==> src/sfis_params.svh <==
// timing counts, bit widths and command codes for the interface sequencer
// assumes inclusion by the sequencer module, its checker and the bench top
`ifndef SFIS_PARAMS_SVH
`define SFIS_PARAMS_SVH

`define SFIS_INSTR_BITS        8
`define SFIS_LAT_CODE_W        4
`define SFIS_ADDR_BITS         24
`define SFIS_MODE_BITS         8
`define SFIS_DATA_BYTE         8
`define SFIS_CLK_PERIOD_NS     20
// command codes (arbitrary defaults, fixed here, not parameters)
`define SFIS_CMD_READ          8'h03
`define SFIS_CMD_FAST_READ     8'h0b
`define SFIS_CMD_DUAL_OUT      8'h3b
`define SFIS_CMD_QUAD_OUT      8'h6b
`define SFIS_CMD_DUAL_IO       8'hbb
`define SFIS_CMD_QUAD_IO       8'heb
`define SFIS_CMD_DDR_QUAD_IO   8'hed
`define SFIS_CMD_PAGE_PROG     8'h02
`define SFIS_CMD_QUAD_PROG     8'h32
`define SFIS_CMD_WR_STAT_CFG   8'h01
`define SFIS_CMD_WR_ANY_REG    8'h71
`define SFIS_CMD_WR_LEARN      8'h43
`define SFIS_CMD_WR_LEARN_V    8'h4a

`endif

==> src/sfis_pkg.sv <==
// types shared by the interface sequencer
// assumes sfis_params.svh sits in the same folder
package sfis_pkg;
   typedef enum logic [3:0]
   {
      SFIS_STANDBY  = 4'h0,
      SFIS_INSTR    = 4'h1,
      SFIS_ADDR     = 4'h2,
      SFIS_MODE     = 4'h3,
      SFIS_LATENCY  = 4'h4,
      SFIS_DATA_IN  = 4'h5,
      SFIS_DATA_OUT = 4'h6,
      SFIS_DONE     = 4'h7
   } sfis_state_t;

   typedef enum logic [2:0]
   {
      SFIS_FMT_NONE   = 3'h0,
      SFIS_FMT_SINGLE = 3'h1,
      SFIS_FMT_DUAL_O = 3'h2,
      SFIS_FMT_QUAD_O = 3'h3,
      SFIS_FMT_DUAL_IO = 3'h4,
      SFIS_FMT_QUAD_IO = 3'h5,
      SFIS_FMT_DDR_QIO = 3'h6,
      SFIS_FMT_QPROG  = 3'h7
   } sfis_fmt_t;

   // lane width code: number of lanes used per link cycle
   typedef enum logic [1:0]
   {
      SFIS_W1 = 2'h0,
      SFIS_W2 = 2'h1,
      SFIS_W4 = 2'h2
   } sfis_width_t;
endpackage

==> src/sfis_sync.sv <==
// two-flop synchroniser for a bundle of pin levels
// assumes the pins are asynchronous to i_clk
`timescale 1ns/1ns
module sfis_sync
#(
   parameter int W = 1
)
(
   // clock and reset
   input  wire logic         i_clk,
   input  wire logic         i_rst_n,
   // level in and out
   input  wire logic [W-1:0] i_async,
   input  wire logic [W-1:0] i_rst_val,
   output logic      [W-1:0] o_sync
);
   logic [W-1:0] stage1;
   logic [W-1:0] stage2;

   always_ff @(posedge i_clk or negedge i_rst_n)
   begin
      if (!i_rst_n)
      begin
         stage1 <= '1;
         stage2 <= '1;
      end
      else
      begin
         stage1 <= i_async;
         stage2 <= stage1;
      end
   end

   assign o_sync = stage2;
endmodule

==> src/sfis_sequencer.sv <==
// interface-state sequencer of a multi-lane serial flash, device side
// assumes host drives chip select, serial clock and data lanes (mode 0);
// every pin is sampled by i_clk through two flops before use
`timescale 1ns/1ns
`include "sfis_params.svh"
module sfis_sequencer
   import sfis_pkg::*;
#(
   parameter int ADDR_BITS = `SFIS_ADDR_BITS,
   parameter int MODE_BITS = `SFIS_MODE_BITS
)
(
   // clock and reset
   input  wire logic        i_clk,
   input  wire logic        i_rst_n,
   // link pins
   input  wire logic        i_cs_n,
   input  wire logic        i_sck,
   input  wire logic [3:0]  i_io,
   output logic      [3:0]  o_io,
   output logic      [3:0]  o_io_oe,
   input  wire logic        i_wp_n,
   // configuration held elsewhere in the device
   input  wire logic        i_quad_enable,
   input  wire logic        i_quad_peripheral_mode,
   input  wire logic [3:0]  i_volatile_config_three,
   // read data source
   input  wire logic [7:0]  i_rd_data,
   output logic             o_rd_next,
   // received stream
   output logic [7:0]       o_instr,
   output logic             o_instr_valid,
   output logic [31:0]      o_addr,
   output logic             o_addr_valid,
   output logic [7:0]       o_wr_data,
   output logic             o_wr_valid,
   output logic             o_wp_sampled,
   output sfis_fmt_t        o_format,
   output sfis_state_t      o_state,
   output logic             o_cmd_end
);
   // ==========================================================
   // pin synchronisation
   // ==========================================================
   logic [6:0] pins_sync;
   logic       cs_n_s;
   logic       sck_s;
   logic [3:0] io_s;
   logic       wp_n_s;
   logic       sck_d;
   logic       sck_rise;
   logic       sck_fall;
   logic       cs_n_d;
   logic       cs_rise;

   sfis_sync #(.W(7)) u_sync
   (
      .i_clk     (i_clk),
      .i_rst_n   (i_rst_n),
      .i_async   ({i_wp_n, i_io, i_sck, i_cs_n}),
      .i_rst_val (7'h7f),
      .o_sync    (pins_sync)
   );

   assign cs_n_s = pins_sync[0];
   assign sck_s  = pins_sync[1];
   assign io_s   = pins_sync[5:2];
   assign wp_n_s = pins_sync[6];

   always_ff @(posedge i_clk or negedge i_rst_n)
   begin
      if (!i_rst_n)
      begin
         sck_d  <= 1'b0;
         cs_n_d <= 1'b1;
      end
      else
      begin
         sck_d  <= sck_s;
         cs_n_d <= cs_n_s;
      end
   end

   // edges only count while selected
   assign sck_rise = !cs_n_s && sck_s && !sck_d;
   assign sck_fall = !cs_n_s && !sck_s && sck_d;
   assign cs_rise  = cs_n_s && !cs_n_d;

   // ==========================================================
   // state and counters
   // ==========================================================
   sfis_state_t state;
   sfis_state_t next_state;
   sfis_width_t width;
   sfis_width_t next_width;
   sfis_fmt_t   fmt;
   logic [5:0]  cnt;
   logic [7:0]  shreg;
   logic [7:0]  next_shreg;
   logic [3:0]  lat_code;
   logic        fast_read;
   logic        end_phase;
   logic [5:0]  step;
   logic [5:0]  phase_bits;

   // bits taken per rising edge
   always_comb
   begin
      unique case (width)
         SFIS_W1: step = 6'd1;
         SFIS_W2: step = 6'd2;
         SFIS_W4: step = 6'd4;
         default: step = 6'd1;
      endcase
   end

   always_comb
   begin
      unique case (state)
         SFIS_INSTR:   phase_bits = 6'(`SFIS_INSTR_BITS);
         SFIS_ADDR:    phase_bits = 6'(ADDR_BITS);
         SFIS_MODE:    phase_bits = 6'(MODE_BITS);
         SFIS_LATENCY: phase_bits = {2'h0, lat_code};
         default:      phase_bits = 6'(`SFIS_DATA_BYTE);
      endcase
   end

   // latency counts cycles, other phases count bits
   assign end_phase = (state == SFIS_LATENCY) ?
                      (cnt + 6'd1 >= phase_bits) :
                      (cnt + step >= phase_bits);

   // shift in lanes for current width
   always_comb
   begin
      unique case (width)
         SFIS_W1: next_shreg = {shreg[6:0], io_s[0]};
         SFIS_W2: next_shreg = {shreg[5:0], io_s[1:0]};
         SFIS_W4: next_shreg = {shreg[3:0], io_s};
         default: next_shreg = shreg;
      endcase
   end

   // decode of the instruction just completed
   sfis_fmt_t   dec_fmt;
   logic [7:0]  dec_op;
   assign dec_op = next_shreg;

   always_comb
   begin
      unique case (dec_op)
         `SFIS_CMD_READ,
         `SFIS_CMD_FAST_READ,
         `SFIS_CMD_PAGE_PROG,
         `SFIS_CMD_WR_STAT_CFG,
         `SFIS_CMD_WR_ANY_REG,
         `SFIS_CMD_WR_LEARN,
         `SFIS_CMD_WR_LEARN_V: dec_fmt = SFIS_FMT_SINGLE;
         `SFIS_CMD_DUAL_OUT:   dec_fmt = SFIS_FMT_DUAL_O;
         `SFIS_CMD_QUAD_OUT:   dec_fmt = SFIS_FMT_QUAD_O;
         `SFIS_CMD_DUAL_IO:    dec_fmt = SFIS_FMT_DUAL_IO;
         `SFIS_CMD_QUAD_IO:    dec_fmt = SFIS_FMT_QUAD_IO;
         `SFIS_CMD_DDR_QUAD_IO: dec_fmt = SFIS_FMT_DDR_QIO;
         `SFIS_CMD_QUAD_PROG:  dec_fmt = SFIS_FMT_QPROG;
         default:              dec_fmt = SFIS_FMT_NONE;
      endcase
   end

   logic is_write_op;
   logic is_reg_write;
   assign is_reg_write = (dec_op == `SFIS_CMD_WR_STAT_CFG) ||
                         (dec_op == `SFIS_CMD_WR_ANY_REG) ||
                         (dec_op == `SFIS_CMD_WR_LEARN) ||
                         (dec_op == `SFIS_CMD_WR_LEARN_V);
   assign is_write_op  = is_reg_write ||
                         (dec_op == `SFIS_CMD_PAGE_PROG) ||
                         (dec_op == `SFIS_CMD_QUAD_PROG);

   // where the phase after the address leads
   sfis_state_t after_addr;
   always_comb
   begin
      if (fmt == SFIS_FMT_QPROG || fmt == SFIS_FMT_SINGLE && !fast_read
          && o_instr != `SFIS_CMD_READ)
         after_addr = SFIS_DATA_IN;
      else if (fmt == SFIS_FMT_DUAL_IO || fmt == SFIS_FMT_QUAD_IO)
         after_addr = SFIS_MODE;
      else if (lat_code != 4'h0 && o_instr != `SFIS_CMD_READ)
         after_addr = SFIS_LATENCY;
      else
         after_addr = SFIS_DATA_OUT;
   end

   // lane width of the output phase
   sfis_width_t out_width;
   always_comb
   begin
      unique case (fmt)
         SFIS_FMT_DUAL_O,
         SFIS_FMT_DUAL_IO: out_width = SFIS_W2;
         SFIS_FMT_QUAD_O,
         SFIS_FMT_QUAD_IO,
         SFIS_FMT_DDR_QIO: out_width = SFIS_W4;
         default:          out_width = i_quad_peripheral_mode ?
                                       SFIS_W4 : SFIS_W1;
      endcase
   end

   always_comb
   begin
      next_state = state;
      next_width = width;
      unique case (state)
         SFIS_STANDBY:
         begin
            if (!cs_n_s)
            begin
               next_state = SFIS_INSTR;
               next_width = i_quad_peripheral_mode ? SFIS_W4 : SFIS_W1;
            end
         end
         SFIS_INSTR:
         begin
            if (sck_rise && end_phase)
            begin
               if (!is_write_op && dec_fmt == SFIS_FMT_NONE)
                  next_state = SFIS_DONE;
               else if (is_reg_write)
                  next_state = SFIS_DATA_IN;
               else
               begin
                  next_state = SFIS_ADDR;
                  unique case (dec_fmt)
                     SFIS_FMT_DUAL_IO: next_width = SFIS_W2;
                     SFIS_FMT_QUAD_IO,
                     SFIS_FMT_DDR_QIO: next_width = SFIS_W4;
                     SFIS_FMT_QPROG,
                     SFIS_FMT_QUAD_O:  next_width =
                        i_quad_peripheral_mode ? SFIS_W4 : SFIS_W1;
                     default:          next_width =
                        i_quad_peripheral_mode ? SFIS_W4 : SFIS_W1;
                  endcase
               end
            end
         end
         SFIS_ADDR:
         begin
            if (sck_rise && end_phase)
            begin
               next_state = after_addr;
               if (after_addr == SFIS_DATA_IN)
                  next_width = (fmt == SFIS_FMT_QPROG ||
                     i_quad_peripheral_mode) ? SFIS_W4 : SFIS_W1;
               else if (after_addr == SFIS_DATA_OUT)
                  next_width = out_width;
            end
         end
         SFIS_MODE:
         begin
            if (sck_rise && end_phase)
            begin
               next_state = (lat_code != 4'h0) ? SFIS_LATENCY
                                               : SFIS_DATA_OUT;
               next_width = out_width;
            end
         end
         SFIS_LATENCY:
         begin
            if (sck_rise && end_phase)
            begin
               next_state = SFIS_DATA_OUT;
               next_width = out_width;
            end
         end
         SFIS_DATA_IN:  next_state = state;
         SFIS_DATA_OUT: next_state = state;
         SFIS_DONE:     next_state = state;
         default:       next_state = SFIS_STANDBY;
      endcase
      if (cs_n_s)
      begin
         next_state = SFIS_STANDBY;
         next_width = SFIS_W1;
      end
   end

   // ==========================================================
   // state registers
   // ==========================================================
   always_ff @(posedge i_clk or negedge i_rst_n)
   begin
      if (!i_rst_n)
      begin
         state <= SFIS_STANDBY;
         width <= SFIS_W1;
      end
      else
      begin
         state <= next_state;
         width <= next_width;
      end
   end

   // bit counter restarts on every phase change
   always_ff @(posedge i_clk or negedge i_rst_n)
   begin
      if (!i_rst_n)
         cnt <= 6'h0;
      else if (next_state != state || cs_n_s)
         cnt <= 6'h0;
      else if (sck_rise)
         cnt <= (state == SFIS_LATENCY) ? cnt + 6'd1 : cnt + step;
   end

   // ==========================================================
   // input capture
   // ==========================================================
   always_ff @(posedge i_clk or negedge i_rst_n)
   begin
      if (!i_rst_n)
      begin
         shreg         <= 8'h00;
         o_instr       <= 8'h00;
         o_instr_valid <= 1'b0;
         o_addr        <= 32'h0;
         o_addr_valid  <= 1'b0;
         o_wr_data     <= 8'h00;
         o_wr_valid    <= 1'b0;
         fmt           <= SFIS_FMT_NONE;
         fast_read     <= 1'b0;
         lat_code      <= 4'h0;
      end
      else
      begin
         o_instr_valid <= 1'b0;
         o_addr_valid  <= 1'b0;
         o_wr_valid    <= 1'b0;
         if (state == SFIS_STANDBY && !cs_n_s)
            lat_code <= i_volatile_config_three;
         // latency and output phases leave inputs unread
         if (sck_rise && (state == SFIS_INSTR || state == SFIS_ADDR ||
             state == SFIS_MODE || state == SFIS_DATA_IN))
         begin
            shreg <= next_shreg;
            if (state == SFIS_ADDR)
            begin
               unique case (width)
                  SFIS_W2: o_addr <= {o_addr[29:0], io_s[1:0]};
                  SFIS_W4: o_addr <= {o_addr[27:0], io_s};
                  default: o_addr <= {o_addr[30:0], io_s[0]};
               endcase
            end
            if (end_phase && state == SFIS_INSTR)
            begin
               o_instr       <= next_shreg;
               o_instr_valid <= 1'b1;
               fmt           <= dec_fmt;
               fast_read     <= (next_shreg == `SFIS_CMD_FAST_READ);
            end
            if (end_phase && state == SFIS_ADDR)
               o_addr_valid <= 1'b1;
            if (end_phase && state == SFIS_DATA_IN)
            begin
               o_wr_data  <= next_shreg;
               o_wr_valid <= 1'b1;
            end
         end
         if (state == SFIS_STANDBY)
            o_addr <= 32'h0;
      end
   end

   // write-protect caught once, in register-write instruction cycles
   always_ff @(posedge i_clk or negedge i_rst_n)
   begin
      if (!i_rst_n)
         o_wp_sampled <= 1'b1;
      else if (state == SFIS_INSTR && sck_rise && end_phase && is_reg_write)
         o_wp_sampled <= wp_n_s;
   end

   // ==========================================================
   // output drive
   // ==========================================================
   logic [7:0] out_sh;
   logic [3:0] out_lanes;
   logic [3:0] out_en;
   logic [2:0] out_bit;
   logic       out_first;

   always_comb
   begin
      unique case (width)
         SFIS_W2: out_en = 4'h3;
         SFIS_W4: out_en = 4'hf;
         default: out_en = 4'h2;
      endcase
   end

   always_ff @(posedge i_clk or negedge i_rst_n)
   begin
      if (!i_rst_n)
      begin
         out_sh    <= 8'h00;
         out_bit   <= 3'h0;
         out_first <= 1'b1;
         out_lanes <= 4'h0;
         o_io_oe   <= 4'h0;
         o_rd_next <= 1'b0;
      end
      else
      begin
         o_rd_next <= 1'b0;
         if (state != SFIS_DATA_OUT || cs_n_s)
         begin
            o_io_oe   <= 4'h0;
            out_first <= 1'b1;
            out_bit   <= 3'h0;
         end
         else if (sck_fall)
         begin
            if (out_bit == 3'h0)
            begin
               out_sh    <= i_rd_data;
               o_rd_next <= 1'b1;
            end
            unique case (width)
               SFIS_W2: out_lanes <= {2'h0,
                  (out_bit == 3'h0) ? i_rd_data[7:6] : out_sh[7:6]};
               SFIS_W4: out_lanes <=
                  (out_bit == 3'h0) ? i_rd_data[7:4] : out_sh[7:4];
               default: out_lanes <= {2'h0,
                  (out_bit == 3'h0) ? i_rd_data[7] : out_sh[7], 1'b0};
            endcase
            if (out_bit != 3'h0)
               out_sh <= out_sh << ((width == SFIS_W4) ? 4 :
                                    (width == SFIS_W2) ? 2 : 1);
            else
               out_sh <= i_rd_data << ((width == SFIS_W4) ? 4 :
                                       (width == SFIS_W2) ? 2 : 1);
            out_bit   <= out_bit + ((width == SFIS_W4) ? 3'd4 :
                                    (width == SFIS_W2) ? 3'd2 : 3'd1);
            o_io_oe   <= out_en;
            out_first <= 1'b0;
         end
      end
   end

   assign o_io      = out_lanes;
   assign o_format  = fmt;
   assign o_state   = state;
   assign o_cmd_end = cs_rise;
endmodule

==> config.mk <==
export PLATFORM = sky130hd
export DESIGN_NAME = sfis_sequencer
export DESIGN_NICKNAME = d
export VERILOG_FILES = /design/src/sfis_pkg.sv /design/src/sfis_sync.sv /design/src/sfis_sequencer.sv
export VERILOG_INCLUDE_DIRS = /design/src
export SDC_FILE = /design/constraint.sdc
export NUM_CORES = 1
export LEC_CHECK = 0
export ABC_CLOCK_PERIOD_IN_PS = 5300
export CORE_ASPECT_RATIO = 1.2
export CORE_MARGIN = 1
export CORE_UTILIZATION = 55
export DETAILED_ROUTE_END_ITERATION = 12
export DONT_BUFFER_PORTS = 1
export GPL_TIMING_DRIVEN = 0
export PLACE_DENSITY = 0.74
export SLEW_MARGIN = 15
export SYNTH_ARGS = -nofsm -noshare
export SYNTH_HDL_FRONTEND = slang
export SYNTH_SLANG_ARGS = --single-unit
==> constraint.sdc <==
create_clock -name i_clk -period 5.3 [get_ports i_clk]
set_input_delay 1.59 -clock i_clk [delete_from_list [all_inputs] [get_ports i_clk]]
set_output_delay 1.59 -clock i_clk [all_outputs]
set_load 0.01 [all_outputs]
==> qor.yml <==
pwr:
  ir_drop_mv: 0.208
  clockPowerShare_pct: 48.4
  seq_power_share_pct: 40.8
  leakagePower_nw: 3.17
  comb_power_share_pct: 10.8
  switching_share_pct: 25.3
  internal_power_mw: 1.69
  switching_power_uw: 573
  power_density_nw_per_um2: 301
  total_power_mw: 2.27
clock_network:
  root_buffer: "clkbuf_16"
  clk_path_buf_depth: 2
  tritoncts: "built"
  clk_pin_slew_worst_paths_ns: 0.06
  cts_hold_buf: 0
  clkSinkCount: 115
  h-tree-depth: 4
  cts_buffers: 17
  clk_latency_ns: 0.41
worst_setup_path:
  critPathKind: "reg2reg"
  worstPathArrival_ns: 5.26
  end_kind: "flip-flop"
  startpoint_type: "flip-flop"
  required_ns: 5.59
  cp_max_fo: 11
layout:
  layout-drive-gt1-share_pct: 12.9
  fillCellCount: 1029
  fin_nets: 791
  multi_input_area_um2: 3470
  area_growth_pct: 11.8
  stdcell_count: 916
  regArea_um2: 2900
  antenna_cells: 0
sta:
  setup_viol: 0
  hold_viol: 0
  max_freq_ghz: 0.201
  max_slew_margin_pct: 49.1
  setup_ws_ns: 0.327
  period_needed_ns: 4.97
  drv_slew: 0
  worst_pin_slew_ns: 0.753
  fin_hold_ws_ns: 0.347
  fin_crit_sh_pct: 93.8
  grt_setup_unrepaired: "false"
  clock_skew_ns: 0.0117
floorplanning:
  fp.dieH_um: 123
  rows: 43
  die_w_um: 103
  core_um2: 11700
  ios: 92
  initial_utilization_pct: 57.3
  dieArea_um2: 12700
global_route:
  grt_busiest_layer: "met2"
  grt_pass1_vias: 5558
  grt_overflow: 0
  grtUsageTotal_pct: 29.2
  antenna_found_initial: 0
  grtUsageMet3_pct: 8.20
  grtUsageMet1_pct: 36.6
  grt_start_max_net_pins: 116
  grt_pass1_wl_mm: 28.2
  use_met2_pct: 47.0
synthesis:
  yosysTopAreaCell: "dfrtp_1"
  synth_area_leaders: "dfrtp_1, dfstp_2, nor2_1"
  yosys_register_bits: 115
  avgSynthCellArea_um2: 9.28
  yosysWarnings: 0
  synth_nets: 769
  synthTopCellsByCount: "dfrtp_1, nor2_1, nand2_1"
  seq_area_frac_synth_pct: 43.1
  synth_ff_type: "dfrtp_1"
  postSynth.asyncResetShare_pct: 100
  ys_types: 75
  yosysMostFrequentCell: "dfrtp_1"
  synth.top_cell.area_share_pct: 36.9
  syn_inst: 724
  syn_area_um2: 6720
  synth_edf_count: 0
hold_path:
  hold_path_class: "reg2reg"
placement:
  dp_cells: 881
  gp_congestion: 0.897
  port-buffer-count: 0
  dp_hpwl_mm: 12.4
  preCtsSetupSlack_ns: -0.249
route:
  drt-wirelength-per-cell_um: 19.3
  ant_nets: 0
  num_vias: 5894
  viasPerCell: 6.43
  drcViolationCount: 0
  drtPass1Iterations: 5
  wl_mm: 17.7
  drt_iter0_markers: 430
flow_run:
  maxCapViolations: 0
run_status:
  outcome: "finished, final reports clean"
==> state kept, by name, indices dropped and copies added (netlist names), 6 cells and up <==
register	cells
o_wr_data	8
u_sync.stage1	7
u_sync.o_sync	7
shreg	8
o_addr	32
cnt	6
out_sh	8
o_instr	8
==> cells by family (layout without fill, tap and decap cells) <==
family,after synthesis,after routing,synth area share [%]
compound gates,205,205,21.9
xor+xnor,14,14,2.10
fa+ha+maj,23,23,4.49
buf+inv,82,117,5.31
flops,115,115,43.1
mux,34,34,5.49
other cells,1,1,0.0558
simple gates,250,250,17.6
==> worst paths after layout <==
check                                  from          endpoint  slack, ns  cells after the start
max in group asynchronous           i_rst_n  u_sync.o_sync[4]       4.19                      0
max reg2reg                        width[0]            cnt[1]       0.33                     19
min                        u_sync.stage1[2]  u_sync.o_sync[2]       0.35                      0
min reg2reg                u_sync.stage1[2]  u_sync.o_sync[2]       0.35                      0
max                                width[0]            cnt[1]       0.33                     19
min in group asynchronous           i_rst_n         out_sh[7]       0.87                      0
==> timing repair <==
item,CTS,global route
setup buffers,0,4
resized for setup,1,1
setup endpoints to repair,17,15
==> cell type report <==
cell class / instances / area share [%]
tap: 157 / 2.61
timing repair buffer: 4 / 0.400
inverter: 24 / 1.25
multi-input combinational: 527 / 46.1
buffer: 57 / 3.51
clock buffer: 22 / 6.04
sequential: 115 / 38.6
clock inverter: 10 / 1.48
==> metrics by stage <==
step	area (um2)	utilization [%]	TNS [ns]
2_1_floorplan	6720	-	0
3_3_place_gp	6920	59.0	-0.184
3_5_place_dp	6920	59.0	-2.18
4_1_cts	7480	63.8	0
5_1_grt	7510	64.1	0
6_report	7510	64.1	0
==> cell usage in the layout (no fill, tap or decap), types with 6 or more instances in the layout <==
master / instances
a211oi_1: 7
o21ai_0: 43
nand3_1: 43
ha_1: 20
nand2_1: 68
o21a_1: 6
buf_4: 7
a31oi_1: 7
clkbuf_16: 17
nor3_1: 14
dfrtp_1: 99
inv_1: 21
a22oi_1: 6
xnor2_1: 10
mux2i_1: 20
buf_2: 6
o31ai_1: 35
or2_2: 7
nor2b_1: 7
or3_1: 6
dfstp_2: 16
clkbuf_1: 47
nand2b_1: 11
nor2_1: 71
mux2_2: 13
a21oi_1: 26
a221oi_1: 29
==> routing by layer <==
metal  up-vias  wire length [um]
li1       2712                 -
met5         -                 0
met1      2883              7290
met4         0               430
met3        39              1320
met2       260              8660
==> power groups by stage <==
stage / Clock, mW / Sequential, mW / Combinational [mW]
after detailed placement: 0 / 0.939 / 0.233
final: 1.10 / 0.925 / 0.245
after global placement: 0 / 0.938 / 0.228
after global routing: 1.15 / 0.927 / 0.266
after CTS: 1.11 / 0.924 / 0.235
after floorplan: 0 / 0.932 / 0.177
==> critical path: stages, from the launching register on <==
cell,delay [ns]
dfrtp_1,0.42
inv_1,0.11
ha_1,0.33
clkbuf_1,0.35
clkinvlp_4,0.32
clkbuf_2,0.31
ha_1,0.26
inv_1,0.07
fa_1,0.44
inv_1,0.08
ha_1,0.21
o21ai_0,0.16
o21ai_0,0.13
a22oi_2,0.29
nand2_1,0.11
nand2_1,0.27
inv_2,0.16
nand3_1,0.18
o2111ai_2,0.27
a2111oi_2,0.37
Power figures use the tool's default switching activity.
